File: src/common/iwc_pkg.sv
// Shared constants of the interrupt and watchdog controller
package iwc_pkg;
  // Clock and watchdog oscillator timing
  localparam int unsigned CLK_PERIOD_NS = 100;
  localparam int unsigned WDT_TICK_NS = 1000;
  localparam int unsigned WDT_TICK_CYCLES = (WDT_TICK_NS + CLK_PERIOD_NS - 1) / CLK_PERIOD_NS;
  localparam int unsigned WDT_PER0_US = 3500;
  localparam int unsigned WDT_PER1_US = 15000;
  localparam int unsigned WDT_PER2_US = 60000;
  localparam int unsigned WDT_PER3_US = 250000;
  localparam int unsigned WDT_PER0_TICKS = WDT_PER0_US * 1000 / WDT_TICK_NS;
  localparam int unsigned WDT_PER1_TICKS = WDT_PER1_US * 1000 / WDT_TICK_NS;
  localparam int unsigned WDT_PER2_TICKS = WDT_PER2_US * 1000 / WDT_TICK_NS;
  localparam int unsigned WDT_PER3_TICKS = WDT_PER3_US * 1000 / WDT_TICK_NS;
  localparam int unsigned WDT_CNT_W = 18;
  localparam int unsigned PRESC_W = 9;

  // Fetch vectors
  localparam int unsigned VEC_W = 11;
  localparam logic [VEC_W-1:0] SW_VECTOR = 11'h001;
  localparam logic [VEC_W-1:0] HW_VECTOR = 11'h008;

  // Register byte offsets
  localparam int unsigned ADDR_W = 8;
  localparam logic [ADDR_W-1:0] FLAG_OFF = 8'h00;
  localparam logic [ADDR_W-1:0] ENABLE_OFF = 8'h04;
  localparam logic [ADDR_W-1:0] POWER_OFF = 8'h08;
  localparam logic [ADDR_W-1:0] STATUS_OFF = 8'h0C;
  localparam logic [ADDR_W-1:0] PRESC_OFF = 8'h10;
  localparam logic [ADDR_W-1:0] PORTCFG_OFF = 8'h14;

  // Flag and enable bit positions
  localparam int unsigned NUM_SRC = 7;
  localparam int unsigned FLAG_TIMER_A = 0;
  localparam int unsigned FLAG_PORT_CHG = 1;
  localparam int unsigned FLAG_EXT_PIN = 2;
  localparam int unsigned FLAG_TIMER_B = 3;
  localparam int unsigned FLAG_NV_DONE = 4;
  localparam int unsigned FLAG_LOW_VOLT = 5;
  localparam int unsigned FLAG_WATCHDOG = 6;

  // Other field positions
  localparam int unsigned POWER_RUN_BIT = 7;
  localparam int unsigned STATUS_GIE_BIT = 0;
  localparam int unsigned STATUS_TIMEOUT_BIT = 4;
  localparam int unsigned PRESC_SEL_LSB = 0;
  localparam int unsigned PRESC_ASSIGN_BIT = 3;
  localparam int unsigned PORT_PINS = 6;
  localparam int unsigned PORTCFG_EXT_SEL_BIT = 8;
  localparam int unsigned PORTCFG_EDGE_BIT = 9;

  // Reset values
  localparam logic RUN_ENABLE_RESET = 1'b1;
  localparam logic TIMEOUT_RESET = 1'b1;
  localparam logic GIE_RESET = 1'b0;

  // AXI responses
  localparam logic [1:0] RESP_OKAY = 2'h0;
  localparam logic [1:0] RESP_SLVERR = 2'h2;
endpackage

File: src/design/iwc_pin_sync.sv
// Three-stage pin synchroniser with agreement filter and edge pulses
`timescale 1ns/100ps
module iwc_pin_sync #(
  parameter int WIDTH = 1,
  parameter logic [WIDTH-1:0] INIT = '0
) (
  // Clock and reset
  input wire logic clk,
  input wire logic rst_n,
  // Asynchronous pins
  input wire logic [WIDTH-1:0] pinAsync,
  // Filtered level and one-cycle edges
  output logic [WIDTH-1:0] levelQ,
  output logic [WIDTH-1:0] riseQ,
  output logic [WIDTH-1:0] fallQ
);
  logic [WIDTH-1:0] stage1_q;
  logic [WIDTH-1:0] stage2_q;
  logic [WIDTH-1:0] stage3_q;
  wire [WIDTH-1:0] agree = ~(stage2_q ^ stage3_q);
  wire [WIDTH-1:0] level_d = (levelQ & ~agree) | (stage3_q & agree);

  always_ff @(posedge clk) begin
    if (!rst_n) begin
      stage1_q <= INIT;
      stage2_q <= INIT;
      stage3_q <= INIT;
      levelQ <= INIT;
      riseQ <= '0;
      fallQ <= '0;
    end else begin
      stage1_q <= pinAsync;
      stage2_q <= stage1_q;
      stage3_q <= stage2_q;
      levelQ <= level_d;
      riseQ <= level_d & ~levelQ;
      fallQ <= ~level_d & levelQ;
    end
  end
endmodule

File: src/design/iwc_top.sv
// Interrupt controller with watchdog timer and AXI4-Lite register access
// Contract
// - Watchdog counts only while configuration enable and run-enable register bit are both set.
// - Configuration input chooses device reset or watchdog interrupt on expiry.
// - Every watchdog expiry clears the time-out status bit 4 to 0.
// - Base expiry period is 3.5, 15, 60 or 250 ms by two-bit select.
// - Prescaler-assign bit at 1 lengthens the period by the prescaler ratio.
// - Ratio is 1:1..1:128 in reset mode, 1:2..1:256 in interrupt mode.
// - Watchdog-clear instruction clears both counts and sets the time-out bit.
// - Interrupt-mode expiry sets flag bit 6; request needs enable 6 and global enable.
// - Software interrupt vectors to 0x001 regardless and clears global enable.
// - Return instruction sets global enable and resumes the interrupted code.
// - Seven hardware sources are supported.
// - Hardware interrupts need global enable; enable sets it, disable clears it.
// - Hardware sets flags; only a firmware write of 0 clears them.
// - A flag reads as 1 only when its enable bit is 1.
// - Enabled pending flag with global enable vectors to 0x008 and clears global enable.
// - Timer A wrap from 0x00 to 0xFF sets its flag.
// - Timer B underflow sets its flag.
// - Level change on selected input pins 0..5 sets the port-change flag.
// - External select bit removes pin 0 from level-change detection.
// - Selected edge on pin 0 sets the external flag when external select is 1.
// - Low-voltage falling edge and write completion set their flags.
`timescale 1ns/100ps
module iwc_top #(
  parameter int unsigned PERIOD0_TICKS = iwc_pkg::WDT_PER0_TICKS,
  parameter int unsigned PERIOD1_TICKS = iwc_pkg::WDT_PER1_TICKS,
  parameter int unsigned PERIOD2_TICKS = iwc_pkg::WDT_PER2_TICKS,
  parameter int unsigned PERIOD3_TICKS = iwc_pkg::WDT_PER3_TICKS,
  parameter int unsigned TICK_CYCLES = iwc_pkg::WDT_TICK_CYCLES
) (
  // Clock and reset
  input wire logic clk,
  input wire logic rst_n,
  // AXI4-Lite slave
  input wire logic [iwc_pkg::ADDR_W-1:0] s_axi_awaddr,
  input wire logic s_axi_awvalid,
  output logic s_axi_awready,
  input wire logic [31:0] s_axi_wdata,
  input wire logic [3:0] s_axi_wstrb,
  input wire logic s_axi_wvalid,
  output logic s_axi_wready,
  output logic [1:0] s_axi_bresp,
  output logic s_axi_bvalid,
  input wire logic s_axi_bready,
  input wire logic [iwc_pkg::ADDR_W-1:0] s_axi_araddr,
  input wire logic s_axi_arvalid,
  output logic s_axi_arready,
  output logic [31:0] s_axi_rdata,
  output logic [1:0] s_axi_rresp,
  output logic s_axi_rvalid,
  input wire logic s_axi_rready,
  // Configuration words
  input wire logic wdtConfigEnable,
  input wire logic wdtResetMode,
  input wire logic [1:0] wdtPeriodSelect,
  // Instruction strobes from the core sequencer
  input wire logic swIrqInstr,
  input wire logic enableIrqsInstr,
  input wire logic disableIrqsInstr,
  input wire logic returnFromIrqInstr,
  input wire logic watchdogClearInstr,
  // Event sources on this clock
  input wire logic timerAWrap,
  input wire logic timerBUnderflow,
  input wire logic nvWriteDone,
  input wire logic [iwc_pkg::PORT_PINS-1:0] portBIsInput,
  // Pins
  input wire logic [iwc_pkg::PORT_PINS-1:0] portBPins,
  input wire logic lowVoltageOut,
  // Core redirection and watchdog reset
  output logic fetchRedirect,
  output logic [iwc_pkg::VEC_W-1:0] fetchAddr,
  output logic globalIrqEnable,
  output logic watchdogResetReq
);
  localparam int unsigned CNT_W = iwc_pkg::WDT_CNT_W;
  localparam int unsigned PW = iwc_pkg::PRESC_W;
  localparam int unsigned DIV_W = $clog2(TICK_CYCLES + 1);
  localparam int unsigned NS = iwc_pkg::NUM_SRC;

  if (TICK_CYCLES < 1 || PERIOD0_TICKS < 1 || PERIOD1_TICKS < 1 || PERIOD2_TICKS < 1 || PERIOD3_TICKS < 1 ||
      PERIOD0_TICKS >= 2**CNT_W || PERIOD1_TICKS >= 2**CNT_W || PERIOD2_TICKS >= 2**CNT_W ||
      PERIOD3_TICKS >= 2**CNT_W) begin : g_check
    $error("iwc_top: watchdog counts out of range");
  end

  // Bus capture registers
  logic awHeld_q;
  logic wHeld_q;
  logic [iwc_pkg::ADDR_W-1:0] awAddr_q;
  logic [31:0] wData_q;
  logic [3:0] wStrb_q;
  logic [1:0] bresp_q;
  logic bvalid_q;
  logic [31:0] rdata_q;
  logic [1:0] rresp_q;
  logic rvalid_q;
  // Control and state
  logic [NS-1:0] flags_q;
  logic [NS-1:0] enables_q;
  logic runEnable_q;
  logic timeout_q;
  logic gie_q;
  logic prescAssign_q;
  logic [2:0] prescSel_q;
  logic [iwc_pkg::PORT_PINS-1:0] wakeSel_q;
  logic extSel_q;
  logic edgeSel_q;
  logic [DIV_W-1:0] div_q;
  logic [CNT_W-1:0] wdtCount_q;
  logic [PW-1:0] prescCount_q;
  logic redirect_q;
  logic [iwc_pkg::VEC_W-1:0] fetchAddr_q;
  logic wdtReset_q;
  // Synchronised pins
  logic [iwc_pkg::PORT_PINS-1:0] pbLevel;
  logic [iwc_pkg::PORT_PINS-1:0] pbRise;
  logic [iwc_pkg::PORT_PINS-1:0] pbFall;
  logic lvdLevel;
  logic lvdRise;
  logic lvdFall;

  iwc_pin_sync #(.WIDTH(iwc_pkg::PORT_PINS), .INIT('0)) u_port_sync (
    .clk(clk),
    .rst_n(rst_n),
    .pinAsync(portBPins),
    .levelQ(pbLevel),
    .riseQ(pbRise),
    .fallQ(pbFall)
  );

  // Detector output idles high, so it starts high to avoid a false event
  iwc_pin_sync #(.WIDTH(1), .INIT(1'b1)) u_lvd_sync (
    .clk(clk),
    .rst_n(rst_n),
    .pinAsync(lowVoltageOut),
    .levelQ(lvdLevel),
    .riseQ(lvdRise),
    .fallQ(lvdFall)
  );

  // AXI handshakes
  assign s_axi_awready = !awHeld_q && !bvalid_q;
  assign s_axi_wready = !wHeld_q && !bvalid_q;
  assign s_axi_arready = !rvalid_q;
  wire awTake = s_axi_awvalid && s_axi_awready;
  wire wTake = s_axi_wvalid && s_axi_wready;
  wire arTake = s_axi_arvalid && s_axi_arready;
  wire doWrite = awHeld_q && wHeld_q && !bvalid_q;

  // Write decode
  wire wrFlag = doWrite && awAddr_q == iwc_pkg::FLAG_OFF;
  wire wrEnable = doWrite && awAddr_q == iwc_pkg::ENABLE_OFF;
  wire wrPower = doWrite && awAddr_q == iwc_pkg::POWER_OFF;
  wire wrPresc = doWrite && awAddr_q == iwc_pkg::PRESC_OFF;
  wire wrPortCfg = doWrite && awAddr_q == iwc_pkg::PORTCFG_OFF;
  wire wrStatus = doWrite && awAddr_q == iwc_pkg::STATUS_OFF;
  wire wrMapped = wrFlag || wrEnable || wrPower || wrPresc || wrPortCfg || wrStatus;
  wire [NS-1:0] flagClr = (wrFlag && wStrb_q[0]) ? ~wData_q[NS-1:0] : '0;

  // Watchdog base timebase from its own oscillator tick
  wire wdtRun = wdtConfigEnable && runEnable_q;
  wire wdtTick = div_q == DIV_W'(TICK_CYCLES - 1);
  wire [CNT_W-1:0] periodTicks = (wdtPeriodSelect == 2'h0) ? CNT_W'(PERIOD0_TICKS) :
                                 (wdtPeriodSelect == 2'h1) ? CNT_W'(PERIOD1_TICKS) :
                                 (wdtPeriodSelect == 2'h2) ? CNT_W'(PERIOD2_TICKS) :
                                 CNT_W'(PERIOD3_TICKS);
  wire baseExpire = wdtRun && wdtTick && wdtCount_q == periodTicks - CNT_W'(1);
  // Interrupt mode doubles every ratio of the shared prescaler
  wire [PW-1:0] prescRatio = wdtResetMode ? (PW'(1) << prescSel_q) : (PW'(2) << prescSel_q);
  wire prescWrap = prescCount_q == prescRatio - PW'(1);
  wire wdtExpire = baseExpire && !watchdogClearInstr && (!prescAssign_q || prescWrap);

  // Event detection
  logic [iwc_pkg::PORT_PINS-1:0] extMask;
  always_comb begin
    extMask = '0;
    extMask[0] = extSel_q;
  end
  wire [iwc_pkg::PORT_PINS-1:0] chgMask = portBIsInput & wakeSel_q & ~extMask;
  wire portChange = |((pbRise | pbFall) & chgMask);
  wire extEdge = extSel_q && (edgeSel_q ? pbRise[0] : pbFall[0]);

  logic [NS-1:0] flagSet;
  always_comb begin
    flagSet = '0;
    flagSet[iwc_pkg::FLAG_TIMER_A] = timerAWrap;
    flagSet[iwc_pkg::FLAG_TIMER_B] = timerBUnderflow;
    flagSet[iwc_pkg::FLAG_PORT_CHG] = portChange;
    flagSet[iwc_pkg::FLAG_EXT_PIN] = extEdge;
    flagSet[iwc_pkg::FLAG_LOW_VOLT] = lvdFall;
    flagSet[iwc_pkg::FLAG_NV_DONE] = nvWriteDone;
    flagSet[iwc_pkg::FLAG_WATCHDOG] = wdtExpire && !wdtResetMode;
  end
  // Set wins over clear so an event in the clearing cycle survives
  wire [NS-1:0] flags_d = (flags_q & ~flagClr) | flagSet;
  wire [NS-1:0] visible = flags_q & enables_q;

  // One shared vector, any enabled source, no ranking between them
  wire hwTake = gie_q && (|visible) && !swIrqInstr;
  logic gie_d;
  always_comb begin
    if (swIrqInstr || hwTake) begin
      gie_d = 1'b0;
    end else if (returnFromIrqInstr || enableIrqsInstr) begin
      gie_d = 1'b1;
    end else if (disableIrqsInstr) begin
      gie_d = 1'b0;
    end else begin
      gie_d = gie_q;
    end
  end

  // Read mux
  logic [31:0] rdMux;
  logic rdMapped;
  always_comb begin
    rdMux = 32'h0000_0000;
    rdMapped = 1'b1;
    case (s_axi_araddr)
      iwc_pkg::FLAG_OFF: rdMux[NS-1:0] = visible;
      iwc_pkg::ENABLE_OFF: rdMux[NS-1:0] = enables_q;
      iwc_pkg::POWER_OFF: rdMux[iwc_pkg::POWER_RUN_BIT] = runEnable_q;
      iwc_pkg::STATUS_OFF: begin
        rdMux[iwc_pkg::STATUS_TIMEOUT_BIT] = timeout_q;
        rdMux[iwc_pkg::STATUS_GIE_BIT] = gie_q;
      end
      iwc_pkg::PRESC_OFF: begin
        rdMux[iwc_pkg::PRESC_ASSIGN_BIT] = prescAssign_q;
        rdMux[iwc_pkg::PRESC_SEL_LSB +: 3] = prescSel_q;
      end
      iwc_pkg::PORTCFG_OFF: begin
        rdMux[iwc_pkg::PORT_PINS-1:0] = wakeSel_q;
        rdMux[iwc_pkg::PORTCFG_EXT_SEL_BIT] = extSel_q;
        rdMux[iwc_pkg::PORTCFG_EDGE_BIT] = edgeSel_q;
      end
      default: rdMapped = 1'b0;
    endcase
  end

  // Bus channel state
  always_ff @(posedge clk) begin
    if (!rst_n) begin
      awHeld_q <= 1'b0;
      wHeld_q <= 1'b0;
      awAddr_q <= '0;
      wData_q <= 32'h0000_0000;
      wStrb_q <= 4'h0;
      bvalid_q <= 1'b0;
      bresp_q <= iwc_pkg::RESP_OKAY;
      rvalid_q <= 1'b0;
      rdata_q <= 32'h0000_0000;
      rresp_q <= iwc_pkg::RESP_OKAY;
    end else begin
      if (awTake) begin
        awHeld_q <= 1'b1;
        awAddr_q <= s_axi_awaddr;
      end else if (doWrite) begin
        awHeld_q <= 1'b0;
      end
      if (wTake) begin
        wHeld_q <= 1'b1;
        wData_q <= s_axi_wdata;
        wStrb_q <= s_axi_wstrb;
      end else if (doWrite) begin
        wHeld_q <= 1'b0;
      end
      if (doWrite) begin
        bvalid_q <= 1'b1;
        bresp_q <= wrMapped ? iwc_pkg::RESP_OKAY : iwc_pkg::RESP_SLVERR;
      end else if (s_axi_bready) begin
        bvalid_q <= 1'b0;
      end
      if (arTake) begin
        rvalid_q <= 1'b1;
        rdata_q <= rdMux;
        rresp_q <= rdMapped ? iwc_pkg::RESP_OKAY : iwc_pkg::RESP_SLVERR;
      end else if (s_axi_rready) begin
        rvalid_q <= 1'b0;
      end
    end
  end

  // Software-written control registers
  always_ff @(posedge clk) begin
    if (!rst_n) begin
      enables_q <= '0;
      runEnable_q <= iwc_pkg::RUN_ENABLE_RESET;
      prescAssign_q <= 1'b0;
      prescSel_q <= 3'h0;
      wakeSel_q <= '0;
      extSel_q <= 1'b0;
      edgeSel_q <= 1'b0;
    end else begin
      if (wrEnable && wStrb_q[0]) begin
        enables_q <= wData_q[NS-1:0];
      end
      if (wrPower && wStrb_q[0]) begin
        runEnable_q <= wData_q[iwc_pkg::POWER_RUN_BIT];
      end
      if (wrPresc && wStrb_q[0]) begin
        prescAssign_q <= wData_q[iwc_pkg::PRESC_ASSIGN_BIT];
        prescSel_q <= wData_q[iwc_pkg::PRESC_SEL_LSB +: 3];
      end
      if (wrPortCfg && wStrb_q[0]) begin
        wakeSel_q <= wData_q[iwc_pkg::PORT_PINS-1:0];
      end
      if (wrPortCfg && wStrb_q[1]) begin
        extSel_q <= wData_q[iwc_pkg::PORTCFG_EXT_SEL_BIT];
        edgeSel_q <= wData_q[iwc_pkg::PORTCFG_EDGE_BIT];
      end
    end
  end

  // Flags, global enable and fetch redirection
  always_ff @(posedge clk) begin
    if (!rst_n) begin
      flags_q <= '0;
      gie_q <= iwc_pkg::GIE_RESET;
      redirect_q <= 1'b0;
      fetchAddr_q <= '0;
    end else begin
      flags_q <= flags_d;
      gie_q <= gie_d;
      redirect_q <= swIrqInstr || hwTake;
      if (swIrqInstr) begin
        fetchAddr_q <= iwc_pkg::SW_VECTOR;
      end else if (hwTake) begin
        fetchAddr_q <= iwc_pkg::HW_VECTOR;
      end
    end
  end

  // Watchdog counters and time-out status
  always_ff @(posedge clk) begin
    if (!rst_n) begin
      div_q <= '0;
      wdtCount_q <= '0;
      prescCount_q <= '0;
      timeout_q <= iwc_pkg::TIMEOUT_RESET;
      wdtReset_q <= 1'b0;
    end else begin
      div_q <= wdtTick ? '0 : div_q + DIV_W'(1);
      wdtReset_q <= wdtExpire && wdtResetMode;
      if (watchdogClearInstr) begin
        wdtCount_q <= '0;
        prescCount_q <= '0;
        timeout_q <= 1'b1;
      end else begin
        if (wdtRun && wdtTick) begin
          wdtCount_q <= baseExpire ? '0 : wdtCount_q + CNT_W'(1);
        end
        // Prescaler count only moves while it belongs to the watchdog
        if (baseExpire && prescAssign_q) begin
          prescCount_q <= prescWrap ? '0 : prescCount_q + PW'(1);
        end
        if (wdtExpire) begin
          timeout_q <= 1'b0;
        end
      end
    end
  end

  assign s_axi_bvalid = bvalid_q;
  assign s_axi_bresp = bresp_q;
  assign s_axi_rvalid = rvalid_q;
  assign s_axi_rdata = rdata_q;
  assign s_axi_rresp = rresp_q;
  assign fetchRedirect = redirect_q;
  assign fetchAddr = fetchAddr_q;
  assign globalIrqEnable = gie_q;
  assign watchdogResetReq = wdtReset_q;

  // Helper terms for the checks below
  wire [NS-1:0] keepMask = flags_q & ~flagClr;

  AST_HW_VECTOR: assert property (@(posedge clk) disable iff (!rst_n)
    hwTake |=> redirect_q && fetchAddr_q == iwc_pkg::HW_VECTOR && !gie_q ##1 !redirect_q)
    else $error("hardware take did not vector to 0x008");
  AST_SW_VECTOR: assert property (@(posedge clk) disable iff (!rst_n)
    swIrqInstr |=> redirect_q && fetchAddr_q == iwc_pkg::SW_VECTOR && !gie_q)
    else $error("software interrupt did not vector to 0x001");
  AST_RETURN_GIE: assert property (@(posedge clk) disable iff (!rst_n)
    returnFromIrqInstr && !swIrqInstr && !hwTake |=> gie_q)
    else $error("return did not set global enable");
  AST_DISABLE_GIE: assert property (@(posedge clk) disable iff (!rst_n)
    disableIrqsInstr && !enableIrqsInstr && !returnFromIrqInstr && !hwTake |=> !gie_q && !redirect_q ##1 !redirect_q)
    else $error("disable did not clear global enable");
  AST_FLAG_STICKY: assert property (@(posedge clk) disable iff (!rst_n)
    1'b1 |=> (flags_q & $past(keepMask)) == $past(keepMask))
    else $error("flag cleared without firmware write");
  AST_SET_WINS: assert property (@(posedge clk) disable iff (!rst_n)
    1'b1 |=> (flags_q & $past(flagSet)) == $past(flagSet))
    else $error("event lost against clear");
  AST_READ_MASK: assert property (@(posedge clk) disable iff (!rst_n)
    arTake && s_axi_araddr == iwc_pkg::FLAG_OFF |=> rdata_q[NS-1:0] == $past(visible) && rvalid_q)
    else $error("flag read not masked by enables");
  AST_TIMEOUT_CLEAR: assert property (@(posedge clk) disable iff (!rst_n)
    wdtExpire |=> !timeout_q)
    else $error("expiry did not clear time-out bit");
  AST_CLEAR_INSTR: assert property (@(posedge clk) disable iff (!rst_n)
    watchdogClearInstr |=> timeout_q && wdtCount_q == '0 && prescCount_q == '0)
    else $error("watchdog clear incomplete");
  AST_WDT_IRQ: assert property (@(posedge clk) disable iff (!rst_n)
    wdtExpire && !wdtResetMode |=> flags_q[iwc_pkg::FLAG_WATCHDOG] && !watchdogResetReq)
    else $error("interrupt-mode expiry did not set flag");
  AST_WDT_RESET: assert property (@(posedge clk) disable iff (!rst_n)
    wdtExpire && wdtResetMode |=> watchdogResetReq ##1 !watchdogResetReq)
    else $error("reset-mode expiry did not pulse reset");
  AST_WDT_HOLD: assert property (@(posedge clk) disable iff (!rst_n)
    !wdtRun && !watchdogClearInstr |=> $stable(wdtCount_q))
    else $error("watchdog counted while stopped");
endmodule

File: config.mk
export PLATFORM = sky130hd
export DESIGN_NAME = iwc_top
export DESIGN_NICKNAME = d
export VERILOG_FILES = /design/src/common/iwc_pkg.sv /design/src/design/iwc_pin_sync.sv /design/src/design/iwc_top.sv
export SDC_FILE = /design/constraint.sdc
export NUM_CORES = 1
export LEC_CHECK = 0
export ABC_AREA = 1
export BUFFER_PORTS_ARGS = -buffer_cell sky130_fd_sc_hd__buf_4
export CAP_MARGIN = 20
export CORE_ASPECT_RATIO = 1.75
export CORE_UTILIZATION = 50
export CTS_CLUSTER_SIZE = 20
export DETAILED_ROUTE_END_ITERATION = 6
export PLACE_DENSITY_LB_ADDON = 0.3
export SLEW_MARGIN = 30
export SYNTH_ARGS = -nofsm -noshare
export SYNTH_HDL_FRONTEND = slang
export SYNTH_SLANG_ARGS = --single-unit
File: constraint.sdc
create_clock -name clk -period 4.8 [get_ports clk]
set_clock_uncertainty 0.15 [all_clocks]
set_input_delay 0 -clock clk [delete_from_list [all_inputs] [get_ports clk]]
set_output_delay 0 -clock clk [all_outputs]
set_load 0.005 [all_outputs]
======== After elaboration in Yosys (flattened, before gate mapping) ========
Cells that the tools add are included.
cells by class
  add/sub/neg operators ................... 5
  eq/ne operators ......................... 15
  shifts and indexed selects .............. 2
  multiplexer cells ....................... 29
  bitwise logic cells ..................... 28
  reductions and logical operators ........ 62
operator list
  cell                                                 count
  two-way mux 18 bit                                   4
  AND 6 bit                                            7
  equality test 8 x 4 -> 1 bit, second input constant  4
  equality test 8 x 5 -> 1 bit, second input constant  4
  logical AND 1 bit                                    30
  inverter 6 bit                                       4
  adder 18 x 1 -> 18 bit, second input constant        1
  equality test 18 bit                                 1
  two-way mux 9 bit                                    2
  subtractor 18 x 1 -> 18 bit, second input constant   1
  equality test 8 x 3 -> 1 bit, second input constant  2
  zero test 8 bit                                      2
  AND 7 bit                                            2
  two-way mux 1 bit                                    14
  inverter 7 bit                                       2
  OR 6 bit                                             2
  case mux 3 bit (4 select lines)                      1
  nonzero test 2 bit                                   6
  OR reduction 6 bit                                   2
  adder 9 x 1 -> 9 bit, second input constant          1
  equality test 9 bit                                  1
  left shift 1 x 3 -> 9 bit, first input constant      1
  left shift 2 x 3 -> 9 bit, first input constant      1
  subtractor 9 x 1 -> 9 bit, second input constant     1
  other kinds (22)                                     45
word-level totals
  register bits ........................... 143
  logic and storage cells ................. 179

======== Logic depth before layout (Yosys ltp) ========
  word-level depth ........................ 11
  depth in mapped cells ................... 18

======== Modules after synthesis ========
Synthesis repeated with hierarchy kept, for this count alone.
second synthesis, totals
  cell total of the unflattened synthesis .. 966
  area, all modules ....................... 6971.7 µm²
by module, submodules not included
  module                      instances  cells each  area an instance (µm²)  sequential area each (µm²)
  iwc_top                     1          810         5639.2                  2001.9
  iwc_pin_sync (u_port_sync)  1          134         1144.8                  720.7
  iwc_pin_sync (u_lvd_sync)   1          22          187.7                   120.1

======== Least setup slack after synthesis ========
No wires, ideal clock.
  kind .................................... register to register
  start point ............................. register prescSel_q[0]
  end point ............................... register prescCount_q[3]
  library setup time ...................... 118 ps
  data arrival time ....................... 1921 ps
  slack ................................... 2611 ps
  stages on the path, launching flop included .. 13
  clock period less this slack ............ 2189 ps
  cell sequence ........................... dfxtp_1 inv_1 ha_1 nand3_4 ha_1 xor2_1 nand3_1 nor2_1 nand2_1 nor2_2 nand3_4 o21ai_4 nor2_1
on the way
  word-level cells in the longest chain between the ends .. 5
ends and longest elaborated chain
  element                                                                 RTL line        RTL
  from (decl)                                                             iwc_top.sv:106  logic [2:0] prescSel_q;
  from (signal assigned)                                                  iwc_top.sv:304  prescSel_q <= wData_q[iwc_pkg::PRESC_SEL_LSB +: 3];
  left shift 2 x 3 -> 9 bit or left shift 1 x 3 -> 9 bit (tied branches)  iwc_top.sv:171  wire [PW-1:0] prescRatio = wdtResetMode ? (PW'(1) << prescSel_q) : (PW'(2) << prescSel_q);
  two-way mux 9 bit (*)                                                   iwc_top.sv:171
  subtractor 9 x 1 -> 9 bit (*)                                           iwc_top.sv:172  wire prescWrap = prescCount_q == prescRatio - PW'(1);
  equality test 9 bit (*)                                                 iwc_top.sv:172
  two-way mux 9 bit (*)                                                   iwc_top.sv:356  prescCount_q <= prescWrap ? '0 : prescCount_q + PW'(1);
  to (signal assigned)                                                    iwc_top.sv:356
  to (decl)                                                               iwc_top.sv:112  logic [PW-1:0] prescCount_q;
Mark *: on every way between the ends. The rest lies on a longest branch, timed or not.
A chain may end at the register's enable or synchronous reset.

======== Final worst setup path ========
  start point ............................. register prescSel_q[0]
  end point ............................... register wdtReset_q (netlist: watchdogResetReq)
on the way
  word-level cells in the longest chain between the ends .. 7
ends and longest elaborated chain
  element                                                                 RTL line        RTL
  left shift 2 x 3 -> 9 bit or left shift 1 x 3 -> 9 bit (tied branches)  iwc_top.sv:171
  two-way mux 9 bit (*)                                                   iwc_top.sv:171
  subtractor 9 x 1 -> 9 bit (*)                                           iwc_top.sv:172
  equality test 9 bit (*)                                                 iwc_top.sv:172
  logical OR 1 bit (*)                                                    iwc_top.sv:173  wire wdtExpire = baseExpire && !watchdogClearInstr && (!prescAssign_q || prescWrap);
  logical AND 1 bit (*)                                                   iwc_top.sv:173
  logical AND 1 bit (*)                                                   iwc_top.sv:345  wdtReset_q <= wdtExpire && wdtResetMode;
  to (signal assigned)                                                    iwc_top.sv:345
  to (decl)                                                               iwc_top.sv:115  logic wdtReset_q;
Marks and branches as above.

==> impl_metrics.yaml <==
run_status:
  outcome: "completed"
cts:
  clk_pin_slew_worst_paths_ns: 0.06
  cts.sinks: 141
  clk_latency_ns: 0.42
  tritoncts: "built"
  cts_setup_buffers: 0
  cts_buffers: 17
  cts_max_level: 4
  clk_path_buf_depth: 2
  postCtsResizedCells: 0
  holdBufCountCts: 67
  cts-root-buf: "clkbuf_16"
setup_path:
  worst_setup_path_end_kind: "register"
  arrival_ns: 3.30
  crit_family: "simple AND/OR/NAND/NOR gates"
  worstSetupPathType: "register to register"
  crit_slowest_cell: "dlygate4sd3_1"
  r2r_cells: 14
  crit_buf_inv: 2
  cp.depth: 14
  crit_chain: "inv_1 > ha_1 > nand3_4 > ha_1 > xor2_1 > nand3_1 > nor2_1 > nand2_1 > nor2_2 > nand3_4 > nand2_2 > nand4_1 > nor2_1 > dlygate4sd3_1"
  critPathRequiredTime_ns: 5.01
  crit_fanout: 7
  slowest_delay_ns: 0.54
  startpoint_type: "register"
floorplanning:
  dieArea_sq_um: 14400
  core_area_sq_um: 13500
  rows: 56
  die_h_um: 158
  start_util_pct: 51.6
  design.portCount: 139
  die_x_um: 91.0
finish:
  antenna_cells: 0
  area_delta_synth_final_pct: 26.7
  final_nets: 1188
  finalNonFillerCells: 1278
  drive_gt1_share_pct: 14.6
  final_common_cell: "nand2_1"
  final_area_sq_um: 8790
  fillers: 1176
  final_cell_mix: "nand2_1 (161), dfxtp_1 (141), inv_1 (131), nor2_1 (88), buf_4 (82)"
  multi_input_area_sq_um: 3310
  seqCellArea_sq_um: 2820
detailed_routing:
  met1_length_um: 6520
  vias: 6591
  highest_layer: "met4"
  viasPerCell: 5.16
  wl_um: 17900
  drc: 0
  wl_met3_um: 532
  antenna_left: 0
  drtPass1Iterations: 4
  post_drt_wl_per_cell_um: 14.0
  drtIter0Drc: 269
  dr_wl_met2_um: 9790
synthesis:
  ys_async_sr_fraction_pct: 0
  syn-cell-area_sq_um: 6940
  syn_area_per_cell_sq_um: 7.31
  ys_ff_latch: 141
  seq_area_frac_synth_pct: 40.7
  yosysWarnings: 0
  synthDistinctLibCells: 49
  syn-instance-count: 949
  ys.flop_type: "dfxtp_1"
  synth_edf_count: 0
timing:
  finalMaxSlewViolations: 0
  hold_slack_ns: 0.0766
  setup_viol: 0
  final_hold_viol_count: 0
  rsz0062_at_grt: "false"
  worst_slew_pin_slew_ns: 0.823
  tns_ns: 0
  fin_crit_sh_pct: 64.3
  fmax_ghz: 0.324
  fin_crit_ns: 3.09
  relSlewSlack_pct: 45.0
placed_design:
  post_dp_cell_area_sq_um: 7500
  io_buffers: 81
  dp.cells: 1179
  dp.final_hpwl_um: 12600
  gp_congestion: 0.922
min_path:
  hold_depth: 6
  hold_class: "input pin to register"
grt:
  grt.overflow.total: 0
  antenna_found_initial: 0
  grt_max_degree: 73
  grtUsageTotal_pct: 25.8
  grt_pass1_wl_um: 29200
  first_global_vias: 6487
pwr:
  finalPower_mw: 2.85
  p_leak_nw: 3.86
  vdd_drop_max_mv: 0.281
  pwr_density_cell_nw_per_um2: 325
run:
  max_cap_viol_count: 0
==> cells by family (layout without fill, tap and decap cells) <==
kind of cell | count (synthesis) | in the layout | share of synthesized area [%]
other cells | 1 | 33 | 0.0541
compound gates | 182 | 182 | 14.4
xor+xnor | 16 | 16 | 2.02
simple gates | 392 | 392 | 26.7
fa+ha+maj | 17 | 17 | 2.92
flops | 141 | 141 | 40.7
buf+inv | 200 | 323 | 13.3
==> metrics by stage <==
step / util [%] / setup WS (ns)
after floorplan: - / 2.61
after global placement: 55.8 / 2.26
after detailed placement: 55.8 / 2.22
after CTS: 65.3 / 1.70
after global routing: 65.3 / 1.47
final: 65.3 / 1.71
==> final timing paths <==
check | startpoint | slack, ns | endpoint
worst max register to register | prescSel_q[0]$_SDFFE_PN0P_ | 1.71 | watchdogResetReq$_SDFF_PN0_
worst min-delay path | s_axi_araddr[4] | 0.08 | s_axi_rdata[4]$_SDFFE_PN0P_
worst min register to register | u_port_sync.stage1_q[5]$_SDFF_PN0_ | 0.26 | u_port_sync.stage2_q[5]$_SDFF_PN0_
worst max-delay path | prescSel_q[0]$_SDFFE_PN0P_ | 1.71 | watchdogResetReq$_SDFF_PN0_
==> worst register-to-register path, cell delays in order, from the launching register on <==
cell and delay, ns:
dfxtp_1 0.32, inv_1 0.10, ha_1 0.39, nand3_4 0.14, ha_1 0.32, xor2_1 0.15
nand3_1 0.13, nor2_1 0.11, nand2_1 0.08, nor2_2 0.12, nand3_4 0.16, nand2_2 0.13
nand4_1 0.10, nor2_1 0.09, dlygate4sd3_1 0.54
==> cells in the mapped netlist (2+ instances only) <==
cell type / n / area share, %
nand2_1: 161 / 8.7
dfxtp_1: 141 / 41
inv_1: 131 / 7.1
nor2_1: 88 / 4.8
a21oi_1: 77 / 5.6
o21ai_0: 75 / 5.4
nand3_1: 44 / 3.2
buf_4: 34 / 3.7
nand4_1: 22 / 2.0
nor3_1: 20 / 1.4
clkbuf_1: 15 / 0.81
ha_1: 13 / 2.3
nor4_1: 12 / 1.1
xor2_1: 11 / 1.4
nor2_2: 10 / 0.90
inv_2: 9 / 0.49
nand2_2: 8 / 0.72
o211ai_1: 6 / 0.65
a211oi_1: 5 / 0.54
buf_6: 5 / 0.81
xnor2_1: 5 / 0.63
buf_2: 4 / 0.29
maj3_1: 4 / 0.58
nand3_2: 4 / 0.58
nor3b_1: 4 / 0.43
o22ai_1: 4 / 0.36
or2_2: 4 / 0.36
nand3_4: 3 / 0.76
nor2_4: 3 / 0.49
and2_1: 2 / 0.18
clkinv_1: 2 / 0.11
nand3b_1: 2 / 0.22
nor3_2: 2 / 0.29
o211a_1: 2 / 0.29
o21ai_1: 2 / 0.14
o31ai_1: 2 / 0.22
==> per-layer routing <==
| metal | up-vias | GRT usage, % |
|---|---|---|
| met5 | - | 0 |
| met4 | 0 | 17.2 |
| met3 | 67 | 4.47 |
| met2 | 155 | 50.9 |
| met1 | 3064 | 23.8 |
| li1 | 3305 | - |
==> registers in the layout (all words and copies together), names as in the netlist, 2 cells and up <==
register / flops
enables_q: 7
s_axi_rdata: 10
awAddr_q: 8
div_q: 4
wdtCount_q: 18
wakeSel_q: 6
u_port_sync.riseQ: 6
wStrb_q: 2
u_port_sync.fallQ: 6
u_port_sync.levelQ: 6
wData_q: 10
prescSel_q: 3
flags_q: 7
prescCount_q: 9
u_port_sync.stage3_q: 6
fetchAddr: 2
u_port_sync.stage1_q: 6
u_port_sync.stage2_q: 6
==> layout make-up <==
class,count,area share [%]
clock buffers,17,4.84
multi-input cells,640,37.7
clock inverters,15,2.16
repair buffers,149,14.6
well taps,174,2.48
flip-flops and latches,141,32.1
inverters,142,6.06
==> report_power, final <==
group | switching, mW | internal (mW) | total (mW) | leakage [nW]
combinational | 0.143 | 0.126 | 0.268 | 2.41
clock | 0.563 | 0.794 | 1.36 | 0.300
sequential | 0.0213 | 1.21 | 1.23 | 1.15
total | 0.727 | 2.13 | 2.85 | 3.86
Power figures use the tool's default switching activity.
